===== src/logic/hdlm_params.svh =====
// Register offsets, field positions, command codes and link timing of the die link master
`ifndef HDLM_PARAMS_SVH
`define HDLM_PARAMS_SVH

`define HDLM_OFF_COMMAND    12'h004
`define HDLM_OFF_DATA       12'h00c
`define HDLM_OFF_CFG_MIRROR 12'h010
`define HDLM_OFF_STA_MIRROR 12'h018

`define HDLM_RST_WORD       32'h00000000
`define HDLM_RST_BYTE       8'h00

`define HDLM_BIT_BUSY       0
`define HDLM_BIT_PARITY_OK  1
`define HDLM_BIT_ACK        2
`define HDLM_BIT_MIRROR_PND 3

`define HDLM_CMD_RD_CFG     4'h0
`define HDLM_CMD_RD_STA     4'h2
`define HDLM_CMD_WR_CFG     4'h8

`define HDLM_CLK_DIV        8
`define HDLM_PHASE_RISE     3'h3
`define HDLM_PHASE_LAST     3'h7
`define HDLM_TX_LAST_BIT    5'h0c
`define HDLM_RX_LAST_BIT    5'h09

`endif


===== src/logic/hdlm_pkg.sv =====
// Types shared by the die link master
package hdlm_pkg;

  typedef enum logic [1:0] {
    HDLM_ST_IDLE,
    HDLM_ST_SEND,
    HDLM_ST_TURN,
    HDLM_ST_RECV
  } hdlm_state_t;

  typedef enum logic [1:0] {
    HDLM_SRC_KEY,
    HDLM_SRC_MIR,
    HDLM_SRC_IRQ
  } hdlm_src_t;

  typedef struct packed {
    hdlm_state_t  state;
    hdlm_src_t    src;
    logic [2:0]   phase;
    logic [4:0]   bit_cnt;
    logic [12:0]  shift_tx;
    logic [9:0]   shift_rx;
    logic [3:0]   cur_cmd;
    logic [3:0]   cmd_field;
    logic [7:0]   data_byte;
    logic [7:0]   cfg_mirror;
    logic [7:0]   sta_mirror;
    logic         ack;
    logic         par_ok;
    logic         key_pend;
    logic [3:0]   key_cmd;
    logic         mirror_pend;
    logic         irq_pend;
    logic         irq_prev;
    logic         die_link_clock;
    logic         dout;
    logic         doe;
    logic [31:0]  prdata;
    logic         pslverr;
  } hdlm_state_word_t;

endpackage : hdlm_pkg


===== src/logic/hdlm_top.sv =====
// APB bridge to the registers of the companion high-voltage die over a three-wire link
// Functional notes
// - Three wires: clock, two-way data, interrupt; this side is always master.
// - Link clock runs at the core clock divided by eight.
// - A finished read puts the returned byte in data register bits 7:0.
// - Command 0x00 reads remote config, 0x02 remote status, 0x08 writes remote config; other codes reserved.
// - Remote interrupt copies the remote status into the data register.
// - Writing the config mirror forwards the value to the remote config.
// - After forwarding, the config mirror takes the value read back.
// - Status mirror changes only on interrupt or keyhole status read.
// - Command bit 0 is high while a transfer runs; no new command then.
// - Command bit 1 shows received parity: one good, zero failed.
// - Command bit 2 shows the slave answer: one ack, zero nack.
// - Command bit 3 is high while a mirror write is being forwarded.
// - Command register reads only status flags; bits 31:4 read zero.
// - Data register holds last command in bits 11:8, shift byte in 7:0.
`timescale 1ns/1ps
`include "hdlm_params.svh"
module hdlm_top #(
  parameter int ADDR_W = 12
) (
  input  wire logic              CLK,
  input  wire logic              SYS_RST,
  input  wire logic              PSEL,
  input  wire logic              PENABLE,
  input  wire logic              PWRITE,
  input  wire logic [ADDR_W-1:0] PADDR,
  input  wire logic [31:0]       PWDATA,
  output logic      [31:0]       PRDATA,
  output logic                   PREADY,
  output logic                   PSLVERR,
  output logic                   DIE_LINK_CLOCK,
  input  wire logic              DIE_LINK_DATA_I,
  output logic                   DIE_LINK_DATA_O,
  output logic                   DIE_LINK_DATA_OE,
  input  wire logic              DIE_LINK_INTERRUPT
);

  hdlm_pkg::hdlm_state_word_t s;
  hdlm_pkg::hdlm_state_word_t next_s;

  logic [1:0]  pin_sync;
  logic        din;
  logic        irq_in;
  logic        apb_setup;
  logic        apb_wr;
  logic        busy;
  logic        mirror_busy;
  logic [31:0] status_word;
  logic        frame_done;
  logic [9:0]  rx_word;
  logic        hit_cmd;
  logic        hit_data;
  logic        hit_cfg;
  logic        hit_sta;
  logic        cmd_valid;

  // Pin inputs pass two flops before any logic sees them
  hdlm_sync #(
    .WIDTH (2)
  ) u_sync (
    .clk      (CLK),
    .rst      (SYS_RST),
    .async_in ({DIE_LINK_INTERRUPT, DIE_LINK_DATA_I}),
    .sync_out (pin_sync)
  );

  assign din    = pin_sync[0];
  assign irq_in = pin_sync[1];

  function automatic logic [12:0] build_frame(input logic [3:0] cmd, input logic [7:0] data);
    build_frame = {cmd, data, ^data};
  endfunction : build_frame

  assign apb_setup = PSEL && !PENABLE;
  assign apb_wr    = PSEL && PENABLE && PWRITE;
  assign hit_cmd   = PADDR == `HDLM_OFF_COMMAND;
  assign hit_data  = PADDR == `HDLM_OFF_DATA;
  assign hit_cfg   = PADDR == `HDLM_OFF_CFG_MIRROR;
  assign hit_sta   = PADDR == `HDLM_OFF_STA_MIRROR;
  assign cmd_valid = (PWDATA[31:4] == 28'h0000000) &&
                     ((PWDATA[3:0] == `HDLM_CMD_RD_CFG) || (PWDATA[3:0] == `HDLM_CMD_RD_STA) ||
                      (PWDATA[3:0] == `HDLM_CMD_WR_CFG));

  // Busy covers the running frame and anything queued behind it
  assign busy        = (s.state != hdlm_pkg::HDLM_ST_IDLE) || s.key_pend || s.mirror_pend || s.irq_pend;
  assign mirror_busy = s.mirror_pend ||
                       ((s.state != hdlm_pkg::HDLM_ST_IDLE) && (s.src == hdlm_pkg::HDLM_SRC_MIR));
  assign status_word = {28'h0000000, mirror_busy, s.ack, s.par_ok, busy};

  assign frame_done = (s.state == hdlm_pkg::HDLM_ST_RECV) && (s.phase == `HDLM_PHASE_LAST) &&
                      (s.bit_cnt == `HDLM_RX_LAST_BIT);
  assign rx_word    = {s.shift_rx[8:0], din};

  always_comb begin
    next_s          = s;
    next_s.irq_prev = irq_in;
    next_s.pslverr  = s.pslverr;

    // Frame engine
    unique case (s.state)
      hdlm_pkg::HDLM_ST_IDLE: begin
        if (s.key_pend) begin
          next_s.key_pend = 1'b0;
          next_s.src      = hdlm_pkg::HDLM_SRC_KEY;
          next_s.cur_cmd  = s.key_cmd;
          next_s.shift_tx = build_frame(s.key_cmd,
                                        (s.key_cmd == `HDLM_CMD_WR_CFG) ? s.data_byte : `HDLM_RST_BYTE);
        end else if (s.mirror_pend) begin
          next_s.mirror_pend = 1'b0;
          next_s.src         = hdlm_pkg::HDLM_SRC_MIR;
          next_s.cur_cmd     = `HDLM_CMD_WR_CFG;
          next_s.shift_tx    = build_frame(`HDLM_CMD_WR_CFG, s.cfg_mirror);
        end else if (s.irq_pend) begin
          next_s.irq_pend = 1'b0;
          next_s.src      = hdlm_pkg::HDLM_SRC_IRQ;
          next_s.cur_cmd  = `HDLM_CMD_RD_STA;
          next_s.shift_tx = build_frame(`HDLM_CMD_RD_STA, `HDLM_RST_BYTE);
        end
        if (s.key_pend || s.mirror_pend || s.irq_pend) begin
          next_s.state   = hdlm_pkg::HDLM_ST_SEND;
          next_s.phase   = 3'h0;
          next_s.bit_cnt = 5'h00;
          next_s.dout    = next_s.shift_tx[12];
          next_s.doe     = 1'b1;
        end
      end
      hdlm_pkg::HDLM_ST_SEND: begin
        next_s.phase = s.phase + 3'h1;
        if (s.phase == `HDLM_PHASE_LAST) begin
          if (s.bit_cnt == `HDLM_TX_LAST_BIT) begin
            next_s.state   = hdlm_pkg::HDLM_ST_TURN;
            next_s.doe     = 1'b0;
            next_s.dout    = 1'b0;
            next_s.bit_cnt = 5'h00;
          end else begin
            next_s.shift_tx = {s.shift_tx[11:0], 1'b0};
            next_s.dout     = s.shift_tx[11];
            next_s.bit_cnt  = s.bit_cnt + 5'h01;
          end
        end
      end
      hdlm_pkg::HDLM_ST_TURN: begin
        next_s.phase = s.phase + 3'h1;
        if (s.phase == `HDLM_PHASE_LAST) begin
          next_s.state = hdlm_pkg::HDLM_ST_RECV;
        end
      end
      hdlm_pkg::HDLM_ST_RECV: begin
        next_s.phase = s.phase + 3'h1;
        if (s.phase == `HDLM_PHASE_LAST) begin
          next_s.shift_rx = rx_word;
          next_s.bit_cnt  = s.bit_cnt + 5'h01;
        end
        if (frame_done) begin
          next_s.state  = hdlm_pkg::HDLM_ST_IDLE;
          next_s.ack    = rx_word[9];
          next_s.par_ok = (^rx_word[8:1]) == rx_word[0];
        end
      end
    endcase

    // Link clock high for four of every eight core cycles
    next_s.die_link_clock = (s.state != hdlm_pkg::HDLM_ST_IDLE) && (s.phase >= `HDLM_PHASE_RISE) &&
                  (s.phase != `HDLM_PHASE_LAST);

    // Software writes
    if (apb_wr && hit_data) begin
      next_s.data_byte = PWDATA[7:0];
    end
    if (apb_wr && hit_cmd) begin
      next_s.cmd_field = PWDATA[3:0];
      if (!busy && cmd_valid) begin
        next_s.key_pend = 1'b1;
        next_s.key_cmd  = PWDATA[3:0];
      end
    end

    // Read-back results; a fresh software write to the config mirror wins over the old readback
    if (frame_done) begin
      unique case (s.src)
        hdlm_pkg::HDLM_SRC_KEY: begin
          next_s.data_byte = rx_word[8:1];
          if (s.cur_cmd == `HDLM_CMD_RD_STA) begin
            next_s.sta_mirror = rx_word[8:1];
          end
        end
        hdlm_pkg::HDLM_SRC_MIR: begin
          next_s.cfg_mirror = rx_word[8:1];
        end
        hdlm_pkg::HDLM_SRC_IRQ: begin
          next_s.data_byte  = rx_word[8:1];
          next_s.sta_mirror = rx_word[8:1];
        end
        default: begin
          next_s.data_byte = s.data_byte;
        end
      endcase
    end
    if (apb_wr && hit_cfg) begin
      next_s.cfg_mirror  = PWDATA[7:0];
      next_s.mirror_pend = 1'b1;
    end

    // Interrupt edge queues a status read; a new edge beats the clear
    if (irq_in && !s.irq_prev) begin
      next_s.irq_pend = 1'b1;
    end

    // Read data and error are captured in the setup phase
    if (apb_setup) begin
      next_s.pslverr = !(hit_cmd || hit_data || hit_cfg || hit_sta);
      next_s.prdata  = `HDLM_RST_WORD;
      if (hit_cmd) begin
        next_s.prdata = status_word;
      end else if (hit_data) begin
        next_s.prdata = {20'h00000, s.cmd_field, s.data_byte};
      end else if (hit_cfg) begin
        next_s.prdata = {24'h000000, s.cfg_mirror};
      end else if (hit_sta) begin
        next_s.prdata = {24'h000000, s.sta_mirror};
      end
    end
  end

  always_ff @(posedge CLK) begin
    if (SYS_RST) begin
      s <= '0;
    end else begin
      s <= next_s;
    end
  end

  assign PRDATA           = s.prdata;
  assign PREADY           = 1'b1;
  assign PSLVERR          = s.pslverr;
  assign DIE_LINK_CLOCK   = s.die_link_clock;
  assign DIE_LINK_DATA_O  = s.dout;
  assign DIE_LINK_DATA_OE = s.doe;
endmodule : hdlm_top


===== src/logic/hdlm_sync.sv =====
// Two-flop synchroniser for pin inputs
`timescale 1ns/1ps
module hdlm_sync #(
  parameter int WIDTH = 2
) (
  input  wire logic             clk,
  input  wire logic             rst,
  input  wire logic [WIDTH-1:0] async_in,
  output logic      [WIDTH-1:0] sync_out
);

  typedef struct packed {
    logic [WIDTH-1:0] stage1;
    logic [WIDTH-1:0] stage2;
  } hdlm_sync_t;

  hdlm_sync_t s;
  hdlm_sync_t next_s;

  always_comb begin
    next_s        = s;
    next_s.stage1 = async_in;
    next_s.stage2 = s.stage1;
  end

  always_ff @(posedge clk) begin
    if (rst) begin
      s <= '0;
    end else begin
      s <= next_s;
    end
  end

  assign sync_out = s.stage2;

endmodule : hdlm_sync


===== config.mk =====
export PLATFORM = sky130hd
export DESIGN_NAME = hdlm_top
export DESIGN_NICKNAME = d
export VERILOG_FILES = /design/src/logic/hdlm_pkg.sv /design/src/logic/hdlm_top.sv /design/src/logic/hdlm_sync.sv
export VERILOG_INCLUDE_DIRS = /design/src /design/src/logic
export SDC_FILE = /design/constraint.sdc
export NUM_CORES = 1
export LEC_CHECK = 0
export BUFFER_PORTS_ARGS = -buffer_cell sky130_fd_sc_hd__buf_2
export CAP_MARGIN = 20
export CORE_MARGIN = 2
export CORE_UTILIZATION = 61
export CTS_CLUSTER_DIAMETER = 30
export CTS_CLUSTER_SIZE = 20
export DETAILED_ROUTE_END_ITERATION = 10
export PLACE_DENSITY = 0.88
export SYNTH_ARGS = -nofsm -noshare
export SYNTH_HDL_FRONTEND = slang
export SYNTH_SLANG_ARGS = --single-unit
export TNS_END_PERCENT = 100

===== constraint.sdc =====
create_clock -name CLK -period 3.7 [get_ports CLK]
set_input_delay 0.74 -clock CLK [delete_from_list [all_inputs] [get_ports CLK]]
set_output_delay 0.74 -clock CLK [all_outputs]
set_load 0.1 [all_outputs]

Yosys cells after proc, flatten, opt, wreduce, memory -nomap -nowiden. Cells that the tools add are included.

Output and inout bits: 37. Bits of input ports: 51. Register bits after elaboration: 116. Word-level logic and storage cells: 169.

Equal/unequal tests: 31. Reduce and logical (&&, ||, !) cells: 61. Multiplexer cells: 48. Add/sub/neg operators: 2. Order comparisons: 1.

Operators with widths (count): two-way mux 8 bit (8); two-way mux 13 bit (4); case mux 8 bit (2 select lines) (2); zero test 28 bit (1); case mux 13 bit (2 select lines) (1); == test 12 x 5 -> 1 bit, second input constant (2); two-way mux 12 bit (2); two-way mux 2 bit (12); two-way mux 24 bit (1); XOR reduction 8 bit (3); two-way mux 5 bit (4); two-way mux 18 bit (1); case mux 5 bit (3 select lines) (1); logical AND 1 bit (14); inequality test 2 bit, second input constant (7); nonzero test 2 bit (7); == test 12 x 3 -> 1 bit, second input constant (1); == test 12 x 4 -> 1 bit, second input constant (1); two-way mux 4 bit (3); AND reduction 2 bit (6); AND reduction 3 bit (4); AND reduction 4 bit (3); logical OR 1 bit (11); == test 5 x 4 -> 1 bit, second input constant (2); 24 further kinds (42).

Logic depth before layout (Yosys ltp).
Depth in word-level cells: 8. Gate-level depth with buffers: 9. Depth with buffers taken out: 7.

Hierarchy. Synthesis repeated with hierarchy kept, for this count alone.

Cell total of the unflattened synthesis: 572. Area total of the unflattened synthesis: 5049.8 um^2.

Modules (own cells, without submodules): hdlm_top (seq. area each 1841.8 um^2, times used 1, area an instance 4944.7 um^2, cells an instance 564); hdlm_sync (seq. area each 80.1 um^2, times used 1, area an instance 105.1 um^2, cells an instance 8).

Least setup slack after synthesis. OpenSTA, ideal clock, no wires.

Path kind: input port to flip-flop. From: input PADDR[7]. To: register s[42] (netlist name). Buffers on the path: 0. Library setup time: 0.128 ns. Cell stages on the path: 5. Setup slack: 1.698 ns. Data required time: 3.572 ns. Arrival: 1.874 ns. Cells stage by stage: nor4_4 nand4_1 nor4_4 mux2i_1 nor2_1.

Word-level cells in the longest chain between the ends: 3.

Ends and longest elaborated chain: from (decl) (RTL line hdlm_top.sv:27) `input wire logic [ADDR_W-1:0] PADDR,`; == test 12 x 3 -> 1 bit (no line); logical AND 1 bit (RTL line hdlm_top.sv:171) `if (apb_wr && hit_cmd) begin`; AND reduction 2 bit (no line); to (signal assigned) (RTL line hdlm_top.sv:230) `s <= next_s;`; to (decl) (RTL line hdlm_top.sv:39) `hdlm_pkg::hdlm_state_word_t s;`.

Every way passes these cells. A chain may end at the register's enable or synchronous reset.

Worst setup path after layout.
From: register s[111] (netlist name). To: register s[97] (netlist name).

Word-level cells in the longest chain between the ends: 3. Elaborated cells between the ends (all ways): 8. Those cells by class: eq/ne (4); mux (1); reduce/logical (3).

Ends and longest elaborated chain: == test 2 x 1 -> 1 bit or zero test 2 bit (tied branches) (RTL line hdlm_top.sv:101) `unique case (s.state)`; inequality test 2 bit (no line), or another cell as far along; AND reduction 4 bit (no line).

Parallel ways exist; a longest one is shown, timed or not.

==> summary.txt <==
Synth
  • Post-synthesis sequential area ratio: 0.380
  • Post-synth EDFFs: 0
  • Post-synth top flop: dfxtp_1
  • Top-count cell post-synth: dfxtp_1
  • Synthesized area per cell: 8.53 sq um
  • Main area contributors after synthesis: dfxtp_1 (38%), buf_4 (5.5%), nand2_1 (4.8%), nor2_1 (4.5%), mux2i_1 (4.2%)
  • Seq cells post-synth: 96
  • Mapped Area: 5050 sq um
  • Most frequent cells after synthesis: dfxtp_1 (96), nand2_1 (64), nor2_1 (60)
  • Asr flop ratio synth: 0
  • YS warnings: 0
  • Top cell type's share of synthesized area: 0.380
  • Synth area leader: dfxtp_1
  • Synth cell types: 62
  • Syn Inst Count: 592

Setup path
  • Critical Path End: s[97]
  • Reg2reg setup slack: 1.15 ns
  • CP arrival: 2.79 ns
  • CP startpoint: s[111]
  • Crit path launch type: register
  • CP required: 3.94 ns
  • Worst Reg-to-Reg Cells: 6
  • R2r startpoint: s[111]
  • CP max FO: 20
  • Critical path class: register to register
  • Worst flop-to-flop path endpoint: s[97]
  • Critical path endpoint category: register

Floorplanning
  • Initial core utilization: 0.621
  • Core Region: 8130 sq um
  • DIE HEIGHT: 95.0 um
  • Die area: 9030 sq um
  • Num ports: 88
  • Die Wd: 95.0 um
  • FP Rows: 33

Drt
  • Pre-antenna DRT Iters: 5
  • Routed WL per cell: 16.6 um
  • # DRC: 0
  • First DRT Iteration DRCs: 349
  • Final ANT Viol Nets: 0
  • Final wirelength: 12,200 um
  • DR vias: 4,340
  • Vias/cell: 5.92

Status
  • Status: finished, final reports clean

Clock tree
  • TritonCTS buffer count: 9
  • Clock root buffer: clkbuf_8
  • CTS Hold Buffers Added: 0
  • Postcts setup bufs: 0
  • Sink Count: 96
  • H-tree depth: 3
  • Clock latency on the worst-skew pair: 0.37 ns
  • Clock Tree Buf Depth: 2
  • Clock slew at reported path FFs: 0.09 ns
  • Post-cts resize count: 0
  • CTS tree: built

STA
  • Setup WS post-layout: 1.15 ns
  • Skew final: 0.0102 ns
  • RSZ-0062 raised after global routing: false
  • Slew @ Worst Pin: 1.09 ns
  • Fin crit period: 2.55 ns
  • Final Max Tran Viols: 0
  • Total negative setup slack: 0 ns
  • Final setup fails: 0
  • Maximum clock frequency: 0.392 GHz
  • Period utilization: 0.690
  • Rel. slew slack: 0.270
  • Hold Vio Cnt, Final: 0
  • Hold_ws: 0.445 ns

Power
  • Leakage: 2.18 nW
  • Power per Cell Area: 448 nW/um^2
  • Peak supply drop: 260 uV

Layout
  • Finished Core Util: 0.663
  • N_diodes: 0
  • # nets final: 686
  • Final Cell Area: 5390 sq um
  • Layout area overhead: 6.74%
  • Share of layout cells above drive strength 1: 0.164

Global routing
  • Vias in the first global route: 3,927
  • GR Layer Usage met2: 0.455
  • Antenna violations before repair: 0
  • Met3 Usage GRT: 0.0427
  • First-pass GRT wire length: 19,200 um
  • GR peak layer: met2
  • Largest net degree at the start of global routing: 48
  • All-layer global routing usage: 0.277
  • GR Util met1: 0.363
  • GR Overflow Total: 0

Place
  • Post-DP HPWL: 8950 um
  • Dpl ws: 0.962 ns
  • Port buffer count: 66
  • Placer Congestion: 0.980
  • DP Area: 5210 sq um

Job
  • Max cap viols: 0

Min path
  • Hold/Removal Path Class: register to register
==> state kept, by name (all words and copies together), names as in the netlist <==
| name | count |
|---|---|
| rx_word | 9 |
| DIE_LINK_DATA_OE | 1 |
| u_sync.sync_out | 2 |
| s | 67 |
| PSLVERR | 1 |
| u_sync.next_s | 2 |
| DIE_LINK_DATA_O | 1 |
| DIE_LINK_CLOCK | 1 |
| PRDATA | 12 |
==> stage by stage <==
| stage | total power [mW] | cells |
|---|---|---|
| global placement | 1.74 | 718 |
| detailed placement | 1.76 | 718 |
| floorplan | 1.66 | 611 |
| finish | 2.41 | 733 |
| global route | 2.52 | 733 |
| CTS | 2.41 | 733 |
==> cell usage in the layout, fill, tap and decap left out, types with 5 or more instances in the layout <==
master and instances:
clkbuf_8 9, and2_1 9, a311oi_1 9, a21o_1 8, a22o_1 6, xnor2_1 20, conb_1 21, xor2_1 5
mux2i_1 21, o221a_2 5, inv_1 20, nor3_1 6, a211oi_1 8, ha_1 11, nand3_1 20, dfxtp_1 96
nor2b_1 12, buf_2 66, nor4_1 8, nand4_1 6, a211o_1 8, o21ai_0 17, a221oi_1 9, a21oi_1 41
nand2_1 64, o21ai_1 5, nand2b_1 7, nor2_1 60
==> routing by layer <==
metal	share of wire	vias to the layer above	wire length (um)
li1	-	2085	-
met1	0.41	2049	5050
met2	0.49	180	5930
met3	0.076	26	922
met4	0.023	0	280
met5	0	-	0
==> critical path, stage by stage (launching register included) <==
cell	delay (ns)
dfxtp_1	0.33
inv_1	0.13
ha_1	0.48
or4b_4	0.59
nand2_1	0.55
mux2i_1	0.28
nor2_1	0.05
==> power by group <==
part | switching [mW] | total, mW | internal, mW
combinational | 0.460 | 0.650 | 0.190
clock | 0.363 | 0.672 | 0.309
sequential | 0.0236 | 1.09 | 1.07
total | 0.846 | 2.41 | 1.57
==> kinds of logic (layout without fill, tap and decap cells) <==
group	count (synthesis)	after routing	share of synthesized area
AND/OR/NAND/NOR	213	213	0.221
buffers and inverters	87	104	0.0968
adder cells (fa/ha/maj)	11	11	0.0272
multiplexers	21	21	0.0416
flip-flops	96	96	0.380
other	2	21	0.00149
XOR/XNOR	25	25	0.0433
AO/OA/AOI/OAI	137	137	0.188
==> worst min-delay path by stage <==
stage | startpoint | endpoint | slack [ns] | depth (start not counted)
final | u_sync.next_s[1] | u_sync.sync_out[1] | 0.44 | 1
after global routing | u_sync.next_s[1] | u_sync.sync_out[1] | 0.46 | 1
after CTS | u_sync.next_s[1] | u_sync.sync_out[1] | 0.45 | 1
after detailed placement | u_sync.next_s[1] | u_sync.sync_out[1] | 0.43 | 1
after global placement | u_sync.next_s[1] | u_sync.sync_out[1] | 0.42 | 1
after floorplan | u_sync.next_s[0] | u_sync.sync_out[0] | 0.41 | 1
==> final cells by class <==
cell class	count	area (sq um)
Sequential cell	96	1920
Inverter	20	75.1
Clock buffer	10	128
Timing Repair Buffer	69	365
Tap cell	105	131
Clock inverter	5	58.8
Multi-Input combinational cell	428	2710
Fill cell	674	2740
(Power assumes the default switching activity.)
